--- config.mk ---
export PLATFORM = sky130hd
export DESIGN_NAME = ipc_controller
export DESIGN_NICKNAME = d
export VERILOG_FILES = /design/src/design/ipc_pkg.sv /design/src/design/ipc_edge_detect.sv /design/src/design/ipc_controller.sv
export VERILOG_INCLUDE_DIRS = /design/src /design/src/design
export SDC_FILE = /design/constraint.sdc
export NUM_CORES = 2
export LEC_CHECK = 0
export BUFFER_PORTS_ARGS = -buffer_cell sky130_fd_sc_hd__buf_2
export CORE_UTILIZATION = 55
export DETAILED_ROUTE_END_ITERATION = 10
export GPL_ROUTABILITY_DRIVEN = 0
export HOLD_SLACK_MARGIN = 0.03
export PLACE_DENSITY = 0.85
export REMOVE_ABC_BUFFERS = 1
export SETUP_SLACK_MARGIN = 0.15
export SYNTH_ARGS = -nofsm -noshare
export SYNTH_HDL_FRONTEND = slang
export SYNTH_SLANG_ARGS = --single-unit
--- constraint.sdc ---
create_clock -name sys_clk -period 12.45 [get_ports sys_clk]
set_clock_uncertainty 0.05 [all_clocks]
set_input_delay 1.245 -clock sys_clk [delete_from_list [all_inputs] [get_ports sys_clk]]
set_output_delay 1.245 -clock sys_clk [all_outputs]
set_load 0.005 [all_outputs]
--- src/design/ipc_consts.svh ---
// Offsets, field positions, reset values and sizes of the interrupt controller
`ifndef IPC_CONSTS_SVH
`define IPC_CONSTS_SVH
`define IPC_AW 8
`define IPC_NSRC 8
`define IPC_NEXT 3
`define IPC_NPER 5
`define IPC_NTRAP 4
`define IPC_DEPTH 16
`define IPC_DEPTH_W 5
`define IPC_TD_W 14
`define IPC_NEVT 3
`define IPC_OFF_NTC 8'h00
`define IPC_OFF_EVC 8'h04
`define IPC_OFF_FLAG 8'h08
`define IPC_OFF_ENA 8'h0C
`define IPC_OFF_PRIO 8'h10
`define IPC_OFF_CPU 8'h14
`define IPC_OFF_TDIS 8'h18
`define IPC_OFF_ISTAT 8'h1C
`define IPC_OFF_ICLR 8'h20
`define IPC_OFF_IENA 8'h24
`define IPC_BIT_NESTDIS 15
`define IPC_BIT_ALT 15
`define IPC_BIT_TDACT 14
`define IPC_CPU_LSB 5
`define IPC_PRIO_RST 24'h924924
`define IPC_USER_MAX 4'h7
`define IPC_TD_TOP 3'h7
`define IPC_TRAP_BASE 4'h8
`define IPC_USER_VEC 5'h08
`define IPC_STD_BASE 16'h0004
`define IPC_ALT_BASE 16'h0104
`define IPC_RESP_OK 2'h0
`define IPC_RESP_ERR 2'h2
`define IPC_EVT_ACCEPT 0
`define IPC_EVT_TRAP 1
`define IPC_EVT_RETURN 2
`endif

--- src/design/ipc_pkg.sv ---
// Types shared by the interrupt controller files
`include "ipc_consts.svh"
package ipc_pkg;
  typedef struct packed {
    logic awvalid;
    logic [`IPC_AW-1:0] awaddr;
    logic wvalid;
    logic [31:0] wdata;
    logic [3:0] wstrb;
    logic bready;
    logic arvalid;
    logic [`IPC_AW-1:0] araddr;
    logic rready;
  } ipc_axi_req_s;

  typedef struct packed {
    logic awready;
    logic wready;
    logic bvalid;
    logic [1:0] bresp;
    logic arready;
    logic rvalid;
    logic [31:0] rdata;
    logic [1:0] rresp;
  } ipc_axi_rsp_s;

  typedef struct packed {
    logic [`IPC_NEXT-1:0] prevPin;
    logic [`IPC_NEXT-1:0] pulse;
  } ipc_edge_s;

  typedef struct packed {
    logic awHeld;
    logic [`IPC_AW-1:0] awAddr;
    logic wHeld;
    logic [31:0] wData;
    logic [3:0] wStrb;
    logic bvalid;
    logic [1:0] bresp;
    logic rvalid;
    logic [31:0] rdata;
    logic [1:0] rresp;
    logic nestDis;
    logic [`IPC_NTRAP-1:0] trapFlags;
    logic altTable;
    logic [`IPC_NEXT-1:0] polarity;
    logic [`IPC_NSRC-1:0] flags;
    logic [`IPC_NSRC-1:0] enable;
    logic [3*`IPC_NSRC-1:0] prio;
    logic [3:0] cpuPri;
    logic [`IPC_TD_W-1:0] tdCount;
    logic [`IPC_NEVT-1:0] intStatus;
    logic [`IPC_NEVT-1:0] intEnable;
    logic reqValid;
    logic reqTrap;
    logic [4:0] reqNum;
    logic [3:0] reqLevel;
    logic [15:0] vector;
    logic [`IPC_DEPTH_W-1:0] depth;
    logic [`IPC_DEPTH-1:0][32:0] stack;
    logic [23:0] retPc;
    logic [7:0] retSrl;
  } ipc_state_s;
endpackage : ipc_pkg

--- src/design/ipc_edge_detect.sv ---
// Polarity-selectable edge detector for the external interrupt pins
`timescale 1ns/1ps
`include "ipc_consts.svh"
module ipc_edge_detect (
  input wire logic sys_clk,
  input wire logic reset,
  input wire logic [`IPC_NEXT-1:0] extPin,
  input wire logic [`IPC_NEXT-1:0] polarity,
  output logic [`IPC_NEXT-1:0] edgePulse
);
  ipc_pkg::ipc_edge_s s;
  ipc_pkg::ipc_edge_s next_s;
  logic [`IPC_NEXT-1:0] hit;

  // ----------------------------------------
  // Edge select per pin
  // ----------------------------------------
  for (genvar i = 0; i < `IPC_NEXT; i++) begin : g_pin
    assign hit[i] = polarity[i] ? (s.prevPin[i] & ~extPin[i]) : (~s.prevPin[i] & extPin[i]);
  end

  always_comb begin
    next_s = s;
    next_s.prevPin = extPin;
    next_s.pulse = hit;
  end

  always_ff @(posedge sys_clk) begin
    if (reset) begin
      s <= '0;
      // Track the pin through reset so its idle level gives no false edge
      s.prevPin <= extPin;
    end else begin
      s <= next_s;
    end
  end

  assign edgePulse = s.pulse;

  fall_edge_a: assert property (@(posedge sys_clk) disable iff (reset)
    polarity[0] && $past(polarity[0]) && $fell(extPin[0]) |=> edgePulse[0])
    else $error("falling edge on pin 0 not detected");
endmodule : ipc_edge_detect

--- src/design/ipc_controller.sv ---
// Priority interrupt controller with AXI4-Lite register access
`timescale 1ns/1ps
`include "ipc_consts.svh"
module ipc_controller (
  input wire logic sys_clk,
  input wire logic reset,
  input wire ipc_pkg::ipc_axi_req_s axiReq,
  output ipc_pkg::ipc_axi_rsp_s axiRsp,
  input wire logic [`IPC_NEXT-1:0] extPin,
  input wire logic [`IPC_NPER-1:0] periphReq,
  input wire logic [`IPC_NTRAP-1:0] trapReq,
  input wire logic instrTick,
  output logic irqReq,
  output logic [15:0] irqVector,
  output logic [3:0] irqLevel,
  input wire logic irqAck,
  input wire logic [23:0] pcIn,
  input wire logic [7:0] statusLowIn,
  input wire logic returnFromInterrupt,
  output logic [23:0] retPc,
  output logic [7:0] retStatusLow,
  output logic [3:0] cpuPriority,
  output logic intr
);
  ipc_pkg::ipc_state_s s;
  ipc_pkg::ipc_state_s next_s;
  logic [`IPC_NEXT-1:0] edgePulse;
  logic [`IPC_NSRC-1:0] srcSet;
  logic [`IPC_NSRC-1:0] pending;
  logic wrEn;
  logic rdEn;
  logic [31:0] wrVal;
  logic [31:0] rdVal;
  logic rdHit;
  logic wrHit;
  logic [2:0] bestP;
  logic [2:0] bestIdx;
  logic bestHit;
  logic [1:0] trapIdx;
  logic trapHit;
  logic [2:0] effP;
  logic [3:0] candLevel;
  logic [4:0] candNum;
  logic candTrap;
  logic candOk;
  logic tdActive;
  logic ackTake;
  logic retTake;
  logic [`IPC_NEVT-1:0] evt;
  logic [31:0] mrg;

  function automatic logic [31:0] ipc_merge(input logic [31:0] old, input logic [31:0] d,
                                             input logic [3:0] strb);
    logic [31:0] m;
    m = old;
    for (int b = 0; b < 4; b++) begin
      if (strb[b]) begin
        m[8*b+:8] = d[8*b+:8];
      end
    end
    return m;
  endfunction : ipc_merge

  ipc_edge_detect u_edge (
    .sys_clk(sys_clk),
    .reset(reset),
    .extPin(extPin),
    .polarity(s.polarity),
    .edgePulse(edgePulse)
  );

  assign srcSet = {periphReq, edgePulse};
  assign pending = s.flags & s.enable;
  assign tdActive = (s.tdCount != '0);
  assign ackTake = irqAck & s.reqValid;
  assign retTake = returnFromInterrupt & (s.depth != '0);

  // ----------------------------------------
  // Register read and write decode
  // ----------------------------------------
  assign wrEn = s.awHeld & s.wHeld & ~s.bvalid;
  assign rdEn = axiReq.arvalid & ~s.rvalid;

  always_comb begin
    rdHit = 1'b1;
    rdVal = '0;
    case (axiReq.araddr)
      `IPC_OFF_NTC: begin
        rdVal[`IPC_BIT_NESTDIS] = s.nestDis;
        rdVal[`IPC_NTRAP-1:0] = s.trapFlags;
      end
      `IPC_OFF_EVC: begin
        rdVal[`IPC_BIT_ALT] = s.altTable;
        rdVal[`IPC_BIT_TDACT] = tdActive;
        rdVal[`IPC_NEXT-1:0] = s.polarity;
      end
      `IPC_OFF_FLAG: rdVal[`IPC_NSRC-1:0] = s.flags;
      `IPC_OFF_ENA: rdVal[`IPC_NSRC-1:0] = s.enable;
      `IPC_OFF_PRIO: rdVal[3*`IPC_NSRC-1:0] = s.prio;
      `IPC_OFF_CPU: rdVal[`IPC_CPU_LSB+:4] = s.cpuPri;
      `IPC_OFF_TDIS: rdVal[`IPC_TD_W-1:0] = s.tdCount;
      `IPC_OFF_ISTAT: rdVal[`IPC_NEVT-1:0] = s.intStatus;
      `IPC_OFF_ICLR: rdVal = '0;
      `IPC_OFF_IENA: rdVal[`IPC_NEVT-1:0] = s.intEnable;
      default: rdHit = 1'b0;
    endcase
  end

  always_comb begin
    wrHit = 1'b1;
    wrVal = '0;
    case (s.awAddr)
      `IPC_OFF_NTC, `IPC_OFF_EVC, `IPC_OFF_FLAG, `IPC_OFF_ENA, `IPC_OFF_PRIO, `IPC_OFF_CPU,
      `IPC_OFF_TDIS, `IPC_OFF_ICLR, `IPC_OFF_IENA: wrVal = s.wData;
      `IPC_OFF_ISTAT: wrVal = '0;
      default: wrHit = 1'b0;
    endcase
  end

  // ----------------------------------------
  // Arbitration
  // ----------------------------------------
  always_comb begin
    bestP = '0;
    bestIdx = '0;
    bestHit = 1'b0;
    effP = '0;
    // Scan downward so an equal priority later in the scan wins: lowest index
    for (int i = `IPC_NSRC-1; i >= 0; i--) begin
      effP = s.prio[3*i+:3];
      if (tdActive && effP != `IPC_TD_TOP) begin
        effP = '0;
      end
      if (pending[i] && effP != '0 && effP >= bestP) begin
        bestP = effP;
        bestIdx = 3'(i);
        bestHit = 1'b1;
      end
    end
    trapHit = 1'b0;
    trapIdx = '0;
    for (int t = 0; t < `IPC_NTRAP; t++) begin
      if (s.trapFlags[t]) begin
        trapHit = 1'b1;
        trapIdx = 2'(t);
      end
    end
    candTrap = 1'b0;
    candLevel = {1'b0, bestP};
    candNum = `IPC_USER_VEC + {2'h0, bestIdx};
    // Traps outrank every user level, so no CPU priority below 8 masks them
    candOk = bestHit && (candLevel > s.cpuPri) && !(s.nestDis && s.depth != '0);
    if (trapHit && ((`IPC_TRAP_BASE + {2'h0, trapIdx}) > s.cpuPri)) begin
      candTrap = 1'b1;
      candLevel = `IPC_TRAP_BASE + {2'h0, trapIdx};
      candNum = {3'h0, trapIdx};
      candOk = 1'b1;
    end
  end

  // ----------------------------------------
  // Next state
  // ----------------------------------------
  always_comb begin
    next_s = s;
    evt = '0;
    mrg = '0;
    // Bus channels
    if (axiReq.awvalid && !s.awHeld && !s.bvalid) begin
      next_s.awHeld = 1'b1;
      next_s.awAddr = axiReq.awaddr;
    end
    if (axiReq.wvalid && !s.wHeld && !s.bvalid) begin
      next_s.wHeld = 1'b1;
      next_s.wData = axiReq.wdata;
      next_s.wStrb = axiReq.wstrb;
    end
    if (s.bvalid && axiReq.bready) begin
      next_s.bvalid = 1'b0;
    end
    if (wrEn) begin
      next_s.awHeld = 1'b0;
      next_s.wHeld = 1'b0;
      next_s.bvalid = 1'b1;
      next_s.bresp = wrHit ? `IPC_RESP_OK : `IPC_RESP_ERR;
    end
    if (s.rvalid && axiReq.rready) begin
      next_s.rvalid = 1'b0;
    end
    if (rdEn) begin
      next_s.rvalid = 1'b1;
      next_s.rdata = rdVal;
      next_s.rresp = rdHit ? `IPC_RESP_OK : `IPC_RESP_ERR;
    end
    // Timed disable counts instruction cycles
    if (instrTick && tdActive) begin
      next_s.tdCount = s.tdCount - 1'b1;
    end
    // Register writes, merged by byte lane except the ICLR write, which ignores the strobes
    if (wrEn && wrHit) begin
      case (s.awAddr)
        `IPC_OFF_NTC: begin
          mrg = ipc_merge({16'h0, s.nestDis, 11'h0, s.trapFlags}, wrVal, s.wStrb);
          next_s.nestDis = mrg[`IPC_BIT_NESTDIS];
          next_s.trapFlags = s.trapFlags & mrg[`IPC_NTRAP-1:0];
        end
        `IPC_OFF_EVC: begin
          mrg = ipc_merge({16'h0, s.altTable, 12'h0, s.polarity}, wrVal, s.wStrb);
          next_s.altTable = mrg[`IPC_BIT_ALT];
          next_s.polarity = mrg[`IPC_NEXT-1:0];
        end
        `IPC_OFF_FLAG: begin
          mrg = ipc_merge('0, wrVal, s.wStrb);
          next_s.flags = s.flags & ~mrg[`IPC_NSRC-1:0];
        end
        `IPC_OFF_ENA: begin
          mrg = ipc_merge({24'h0, s.enable}, wrVal, s.wStrb);
          next_s.enable = mrg[`IPC_NSRC-1:0];
        end
        `IPC_OFF_PRIO: begin
          mrg = ipc_merge({8'h0, s.prio}, wrVal, s.wStrb);
          next_s.prio = mrg[3*`IPC_NSRC-1:0];
        end
        `IPC_OFF_CPU: begin
          mrg = ipc_merge({23'h0, s.cpuPri, 5'h0}, wrVal, s.wStrb);
          next_s.cpuPri = mrg[`IPC_CPU_LSB+:4];
        end
        `IPC_OFF_TDIS: begin
          mrg = ipc_merge({18'h0, s.tdCount}, wrVal, s.wStrb);
          next_s.tdCount = mrg[`IPC_TD_W-1:0];
        end
        `IPC_OFF_ICLR: next_s.intStatus = s.intStatus & ~wrVal[`IPC_NEVT-1:0];
        `IPC_OFF_IENA: begin
          mrg = ipc_merge('0, wrVal, s.wStrb);
          next_s.intEnable = mrg[`IPC_NEVT-1:0];
        end
        default: next_s.flags = next_s.flags;
      endcase
    end
    // Hardware sets win over a software clear in the same cycle
    next_s.flags = next_s.flags | srcSet;
    next_s.trapFlags = next_s.trapFlags | trapReq;
    evt[`IPC_EVT_TRAP] = |trapReq;
    // Core handshake: entry pushes context, return pops it
    if (ackTake) begin
      // Saved low status carries the old low priority bits in its top three bits
      next_s.stack[s.depth[3:0]] = {s.cpuPri[3], pcIn, s.cpuPri[2:0], statusLowIn[`IPC_CPU_LSB-1:0]};
      next_s.cpuPri = s.reqLevel;
      // Deeper nesting than the stack holds overwrites the bottom entry, stack[0], and depth stays at 16
      if (s.depth != 5'(`IPC_DEPTH)) begin
        next_s.depth = s.depth + 1'b1;
      end
      evt[`IPC_EVT_ACCEPT] = 1'b1;
    end else if (retTake) begin
      next_s.depth = s.depth - 1'b1;
      next_s.retPc = s.stack[4'(s.depth - 1'b1)][31:8];
      next_s.retSrl = s.stack[4'(s.depth - 1'b1)][7:0];
      next_s.cpuPri = {s.stack[4'(s.depth - 1'b1)][32], s.stack[4'(s.depth - 1'b1)][7:5]};
      evt[`IPC_EVT_RETURN] = 1'b1;
    end
    next_s.intStatus = next_s.intStatus | evt;
    // Offer is dropped for a cycle after an acknowledge or a return so it is recomputed
    next_s.reqValid = candOk && !irqAck && !returnFromInterrupt;
    next_s.reqTrap = candTrap;
    next_s.reqNum = candNum;
    next_s.reqLevel = candLevel;
    next_s.vector = (s.altTable ? `IPC_ALT_BASE : `IPC_STD_BASE) + {10'h0, candNum, 1'b0};
  end

  always_ff @(posedge sys_clk) begin
    if (reset) begin
      s <= '0;
      s.prio <= `IPC_PRIO_RST;
    end else begin
      s <= next_s;
    end
  end

  // ----------------------------------------
  // Outputs
  // ----------------------------------------
  assign axiRsp.awready = ~s.awHeld & ~s.bvalid;
  assign axiRsp.wready = ~s.wHeld & ~s.bvalid;
  assign axiRsp.bvalid = s.bvalid;
  assign axiRsp.bresp = s.bresp;
  assign axiRsp.arready = ~s.rvalid;
  assign axiRsp.rvalid = s.rvalid;
  assign axiRsp.rdata = s.rdata;
  assign axiRsp.rresp = s.rresp;
  assign irqReq = s.reqValid;
  assign irqVector = s.vector;
  assign irqLevel = s.reqLevel;
  assign retPc = s.retPc;
  assign retStatusLow = s.retSrl;
  assign cpuPriority = s.cpuPri;
  assign intr = |(s.intStatus & s.intEnable);

  // ----------------------------------------
  // Assertions
  // ----------------------------------------
  prio_reset_a: assert property (@(posedge sys_clk) disable iff (reset)
    $fell(reset) |-> s.prio == `IPC_PRIO_RST)
    else $error("priorities not at level 4 after reset");

  vector_table_a: assert property (@(posedge sys_clk) disable iff (reset)
    s.reqValid |-> s.vector == (($past(s.altTable) ? `IPC_ALT_BASE : `IPC_STD_BASE) + {10'h0, s.reqNum, 1'b0}))
    else $error("vector not from selected table");

  user_mask_a: assert property (@(posedge sys_clk) disable iff (reset)
    s.reqValid && !s.reqTrap |-> s.reqLevel > $past(s.cpuPri) && s.reqLevel <= `IPC_USER_MAX)
    else $error("masked user level offered");

  timed_mask_a: assert property (@(posedge sys_clk) disable iff (reset)
    $past(tdActive) && s.reqValid && !s.reqTrap |-> s.reqLevel == {1'b0, `IPC_TD_TOP})
    else $error("level below 7 offered during timed disable");

  nest_block_a: assert property (@(posedge sys_clk) disable iff (reset)
    $past(s.nestDis && s.depth != '0) && s.reqValid |-> s.reqTrap)
    else $error("user interrupt nested while nesting disabled");

  trap_taken_a: assert property (@(posedge sys_clk) disable iff (reset)
    |s.trapFlags && s.cpuPri < `IPC_TRAP_BASE && !irqAck && !returnFromInterrupt |=> s.reqValid && s.reqTrap)
    else $error("pending trap not offered");

  flag_sticky_a: assert property (@(posedge sys_clk) disable iff (reset)
    !(wrEn && s.awAddr == `IPC_OFF_FLAG) |=> (s.flags & $past(s.flags)) == $past(s.flags))
    else $error("request flag lost without software clear");

  return_restore_a: assert property (@(posedge sys_clk) disable iff (reset)
    ackTake && !s.reqTrap ##1 !irqAck [*2] ##1 retTake && s.depth == $past(s.depth, 3) + 1'b1
    |=> s.cpuPri == $past(s.cpuPri, 4) && s.retPc == $past(pcIn, 4))
    else $error("return did not restore saved context");

  td_status_a: assert property (@(posedge sys_clk) disable iff (reset)
    rdEn && axiReq.araddr == `IPC_OFF_EVC |=> s.rdata[`IPC_BIT_TDACT] == $past(tdActive))
    else $error("timed disable status bit wrong");
endmodule : ipc_controller

==> flow_summary.json <==
{
  "ys_warn_count": 0,
  "place_hpwl_um": 55700,
  "critPathKind": "flip-flop to flip-flop",
  "ys_seq_elements": 720,
  "post-route-min-period_ps": 12080,
  "most-common-layout-cells": "nand2_1, dfxtp_1, a21oi_1",
  "clockBufferDepth": 3,
  "holdCritPathClass": "flip-flop to flip-flop",
  "finalHoldViolations": 0,
  "rows": 88,
  "grt_max_degree": 209,
  "place_area_um2": 32800,
  "crit_slowest_cell": "or4_4",
  "grtUsageTotal": 0.317,
  "area_delta_synth_final_pct": 10.8,
  "route.vias.total": 29100,
  "layout_commonest_cell": "nand2_1",
  "cp_data_arrival_time_ps": 12590,
  "synth_edf_count": 0,
  "first_pass_iters": 9,
  "numCtsBuffers": 74,
  "clock-sinks": 720,
  "synth.area.top_cells": "dfxtp_1, nand2_1, mux4_2, a21oi_1, clkbuf_1",
  "stdcell_area_um2": 35800,
  "irDropWorstVdd_v": 0.000155,
  "syn_inst": 3904,
  "dpl.cell_count": 4485,
  "core_um2": 57900,
  "slowest_delay_ps": 590,
  "grt_remaining_overflow": 0,
  "ant_nets": 0,
  "via_per_inst": 6.27,
  "drive_gt1_frac": 0.163,
  "n_fill_cell": 4589,
  "clock_latency_ps": 650,
  "start_kind": "flip-flop",
  "io_buffer_count": 172,
  "synth_area_um2": 32300,
  "drc_errors": 0,
  "ys_async_sr_fraction": 0,
  "first_global_vias": 27700,
  "first_iter_violations": 4375,
  "final_nets": 3953,
  "cpMostUsedCell": "ha_1",
  "cp.required_ps": 12960,
  "start_util": 0.558,
  "drv_cap": 0,
  "yosys.area.top_type": "dfxtp_1",
  "fp.dieW_um": 244,
  "endpoint_kind": "flip-flop",
  "hold_buffers": 0,
  "io_pins": 205,
  "crit_family": "compound AO/OA/AOI/OAI gates",
  "die_h_um": 244,
  "path_buf_inv": 4,
  "yosysSeqAreaShare": 0.446,
  "synth_ff_type": "dfxtp_1",
  "antenna_found_initial": 3,
  "leakage_nw": 12.2,
  "power.density_nw_per_um2": 171,
  "post_synth_num_cell_types": 81,
  "fp.dieArea_um2": 59700,
  "setup_viol": 0,
  "synth.avg_cell_area_um2": 8.28,
  "fmax_mhz": 82.8,
  "crit_fanout": 6,
  "relSlewSlack": 0.0577,
  "slew_violations": 0,
  "wl_per_cell_um": 21.2,
  "wl_um": 98500,
  "htreeDepth": 3,
  "grt_pass1_wl_um": 150000,
  "period_share": 0.970,
  "cts_tree": "yes",
  "worst_pin_slew_ps": 1410,
  "yosysTopAreaCellShare": 0.446,
  "clk_pin_slew_ps": 60,
  "status": "complete, no violations",
  "final_cells": 4644,
  "root_buffer": "clkbuf_16"
}
flip-flops by register name, indices dropped and copies added (netlist names):
signal / count
u_edge.s: 3
axiRsp: 28
u_edge.edgePulse: 3
s: 639
irqLevel: 4
irqReq: 1
retPc: 24
irqVector: 6
cpuPriority: 4
retStatusLow: 8
cell type report:
cell class | instances | area, µm² | area share
Timing Repair Buffer | 238 | 1390 | 0.0389
Antenna cell | 4 | 10.0 | 0.000280
Multi-Input combinational cell | 2737 | 16300 | 0.456
Inverter | 46 | 173 | 0.00482
Clock inverter | 25 | 340 | 0.00950
Sequential cell | 720 | 14400 | 0.403
Clock buffer | 109 | 2200 | 0.0615
Tap cell | 765 | 957 | 0.0267
stage by stage:
stage	TNS [ps]	hold WS (ps)	setup WS, ps	utilization	power [W]
after global routing	-183	400	-183	0.618	0.00631
after detailed placement	-768	375	-600	0.567	0.00377
after floorplan	0	355	539	-	0.00337
after CTS	0	376	163	0.611	0.00602
final	0	385	371	0.618	0.00613
after global placement	-42.4	368	-42.4	0.567	0.00375
cell families (layout without fill, tap and decap cells):
family,Yosys count,after routing,share of synthesized area
compound gates,872,872,0.148
xor+xnor,7,7,0.00190
fa+ha+maj,30,30,0.0116
buf+inv,466,418,0.0653
flops,720,720,0.446
mux,198,198,0.125
other cells,1,24,0.000116
simple gates,1610,1610,0.201
worst paths after layout:
path	start	to	slack [ps]	cells after the start
setup reg to reg	s[599]	irqReq	370	59
hold / removal	u_edge.edgePulse[0]	s[648]	380	2
setup / recovery	s[599]	irqReq	370	59
hold reg to reg	u_edge.edgePulse[0]	s[648]	380	2
report_power, final:
| part | internal (W) | total [W] | leakage [nW] | switching (W) |
|---|---|---|---|---|
| sequential | 0.00235 | 0.00242 | 5.82 | 0.0000634 |
| combinational | 0.000518 | 0.00142 | 5.16 | 0.000903 |
| clock | 0.00131 | 0.00229 | 1.25 | 0.000981 |
| total | 0.00418 | 0.00613 | 12.2 | 0.00195 |
worst min-delay path, stage by stage (launching register included):
cell and delay (ps):
dfxtp_1 300, inv_1 40, a21oi_1 50
per-layer routing:
| metal | vias up | global-route usage | routed length [µm] |
|---|---|---|---|
| li1 | 12900 | - | - |
| met1 | 13800 | 0.394 | 35500 |
| met2 | 1957 | 0.506 | 45500 |
| met3 | 453 | 0.0753 | 11800 |
| met4 | 0 | 0.180 | 5690 |
| met5 | - | 0 | 0 |
synth_stat cells, types with 6 or more instances:
cell type	instances
a211o_1	6
a211oi_1	12
a21boi_0	11
a21o_1	6
a21oi_1	689
a221oi_1	11
a222oi_1	9
a22oi_1	8
a31oi_1	13
and2_1	20
and3_1	9
buf_1	20
buf_4	94
clkbuf_1	304
dfxtp_1	720
ha_1	30
inv_1	46
mux2_2	7
mux2i_1	26
mux4_2	165
nand2_1	1294
nand2b_1	12
nand3_1	43
nand4_1	8
nor2_1	138
nor2b_1	17
nor3_1	26
nor4_1	7
o211ai_1	6
o21ai_0	55
what timing repair did:
| item | CTS | global route |
|---|---|---|
| gates cloned | 0 | 0 |
| endpoints found under the setup margin | 4 | 6 |
| gates resized for setup | 8 | 57 |
| setup buffers | 1 | 20 |
| pin swaps | 1 | 28 |
Power figures use the tool's default switching activity.
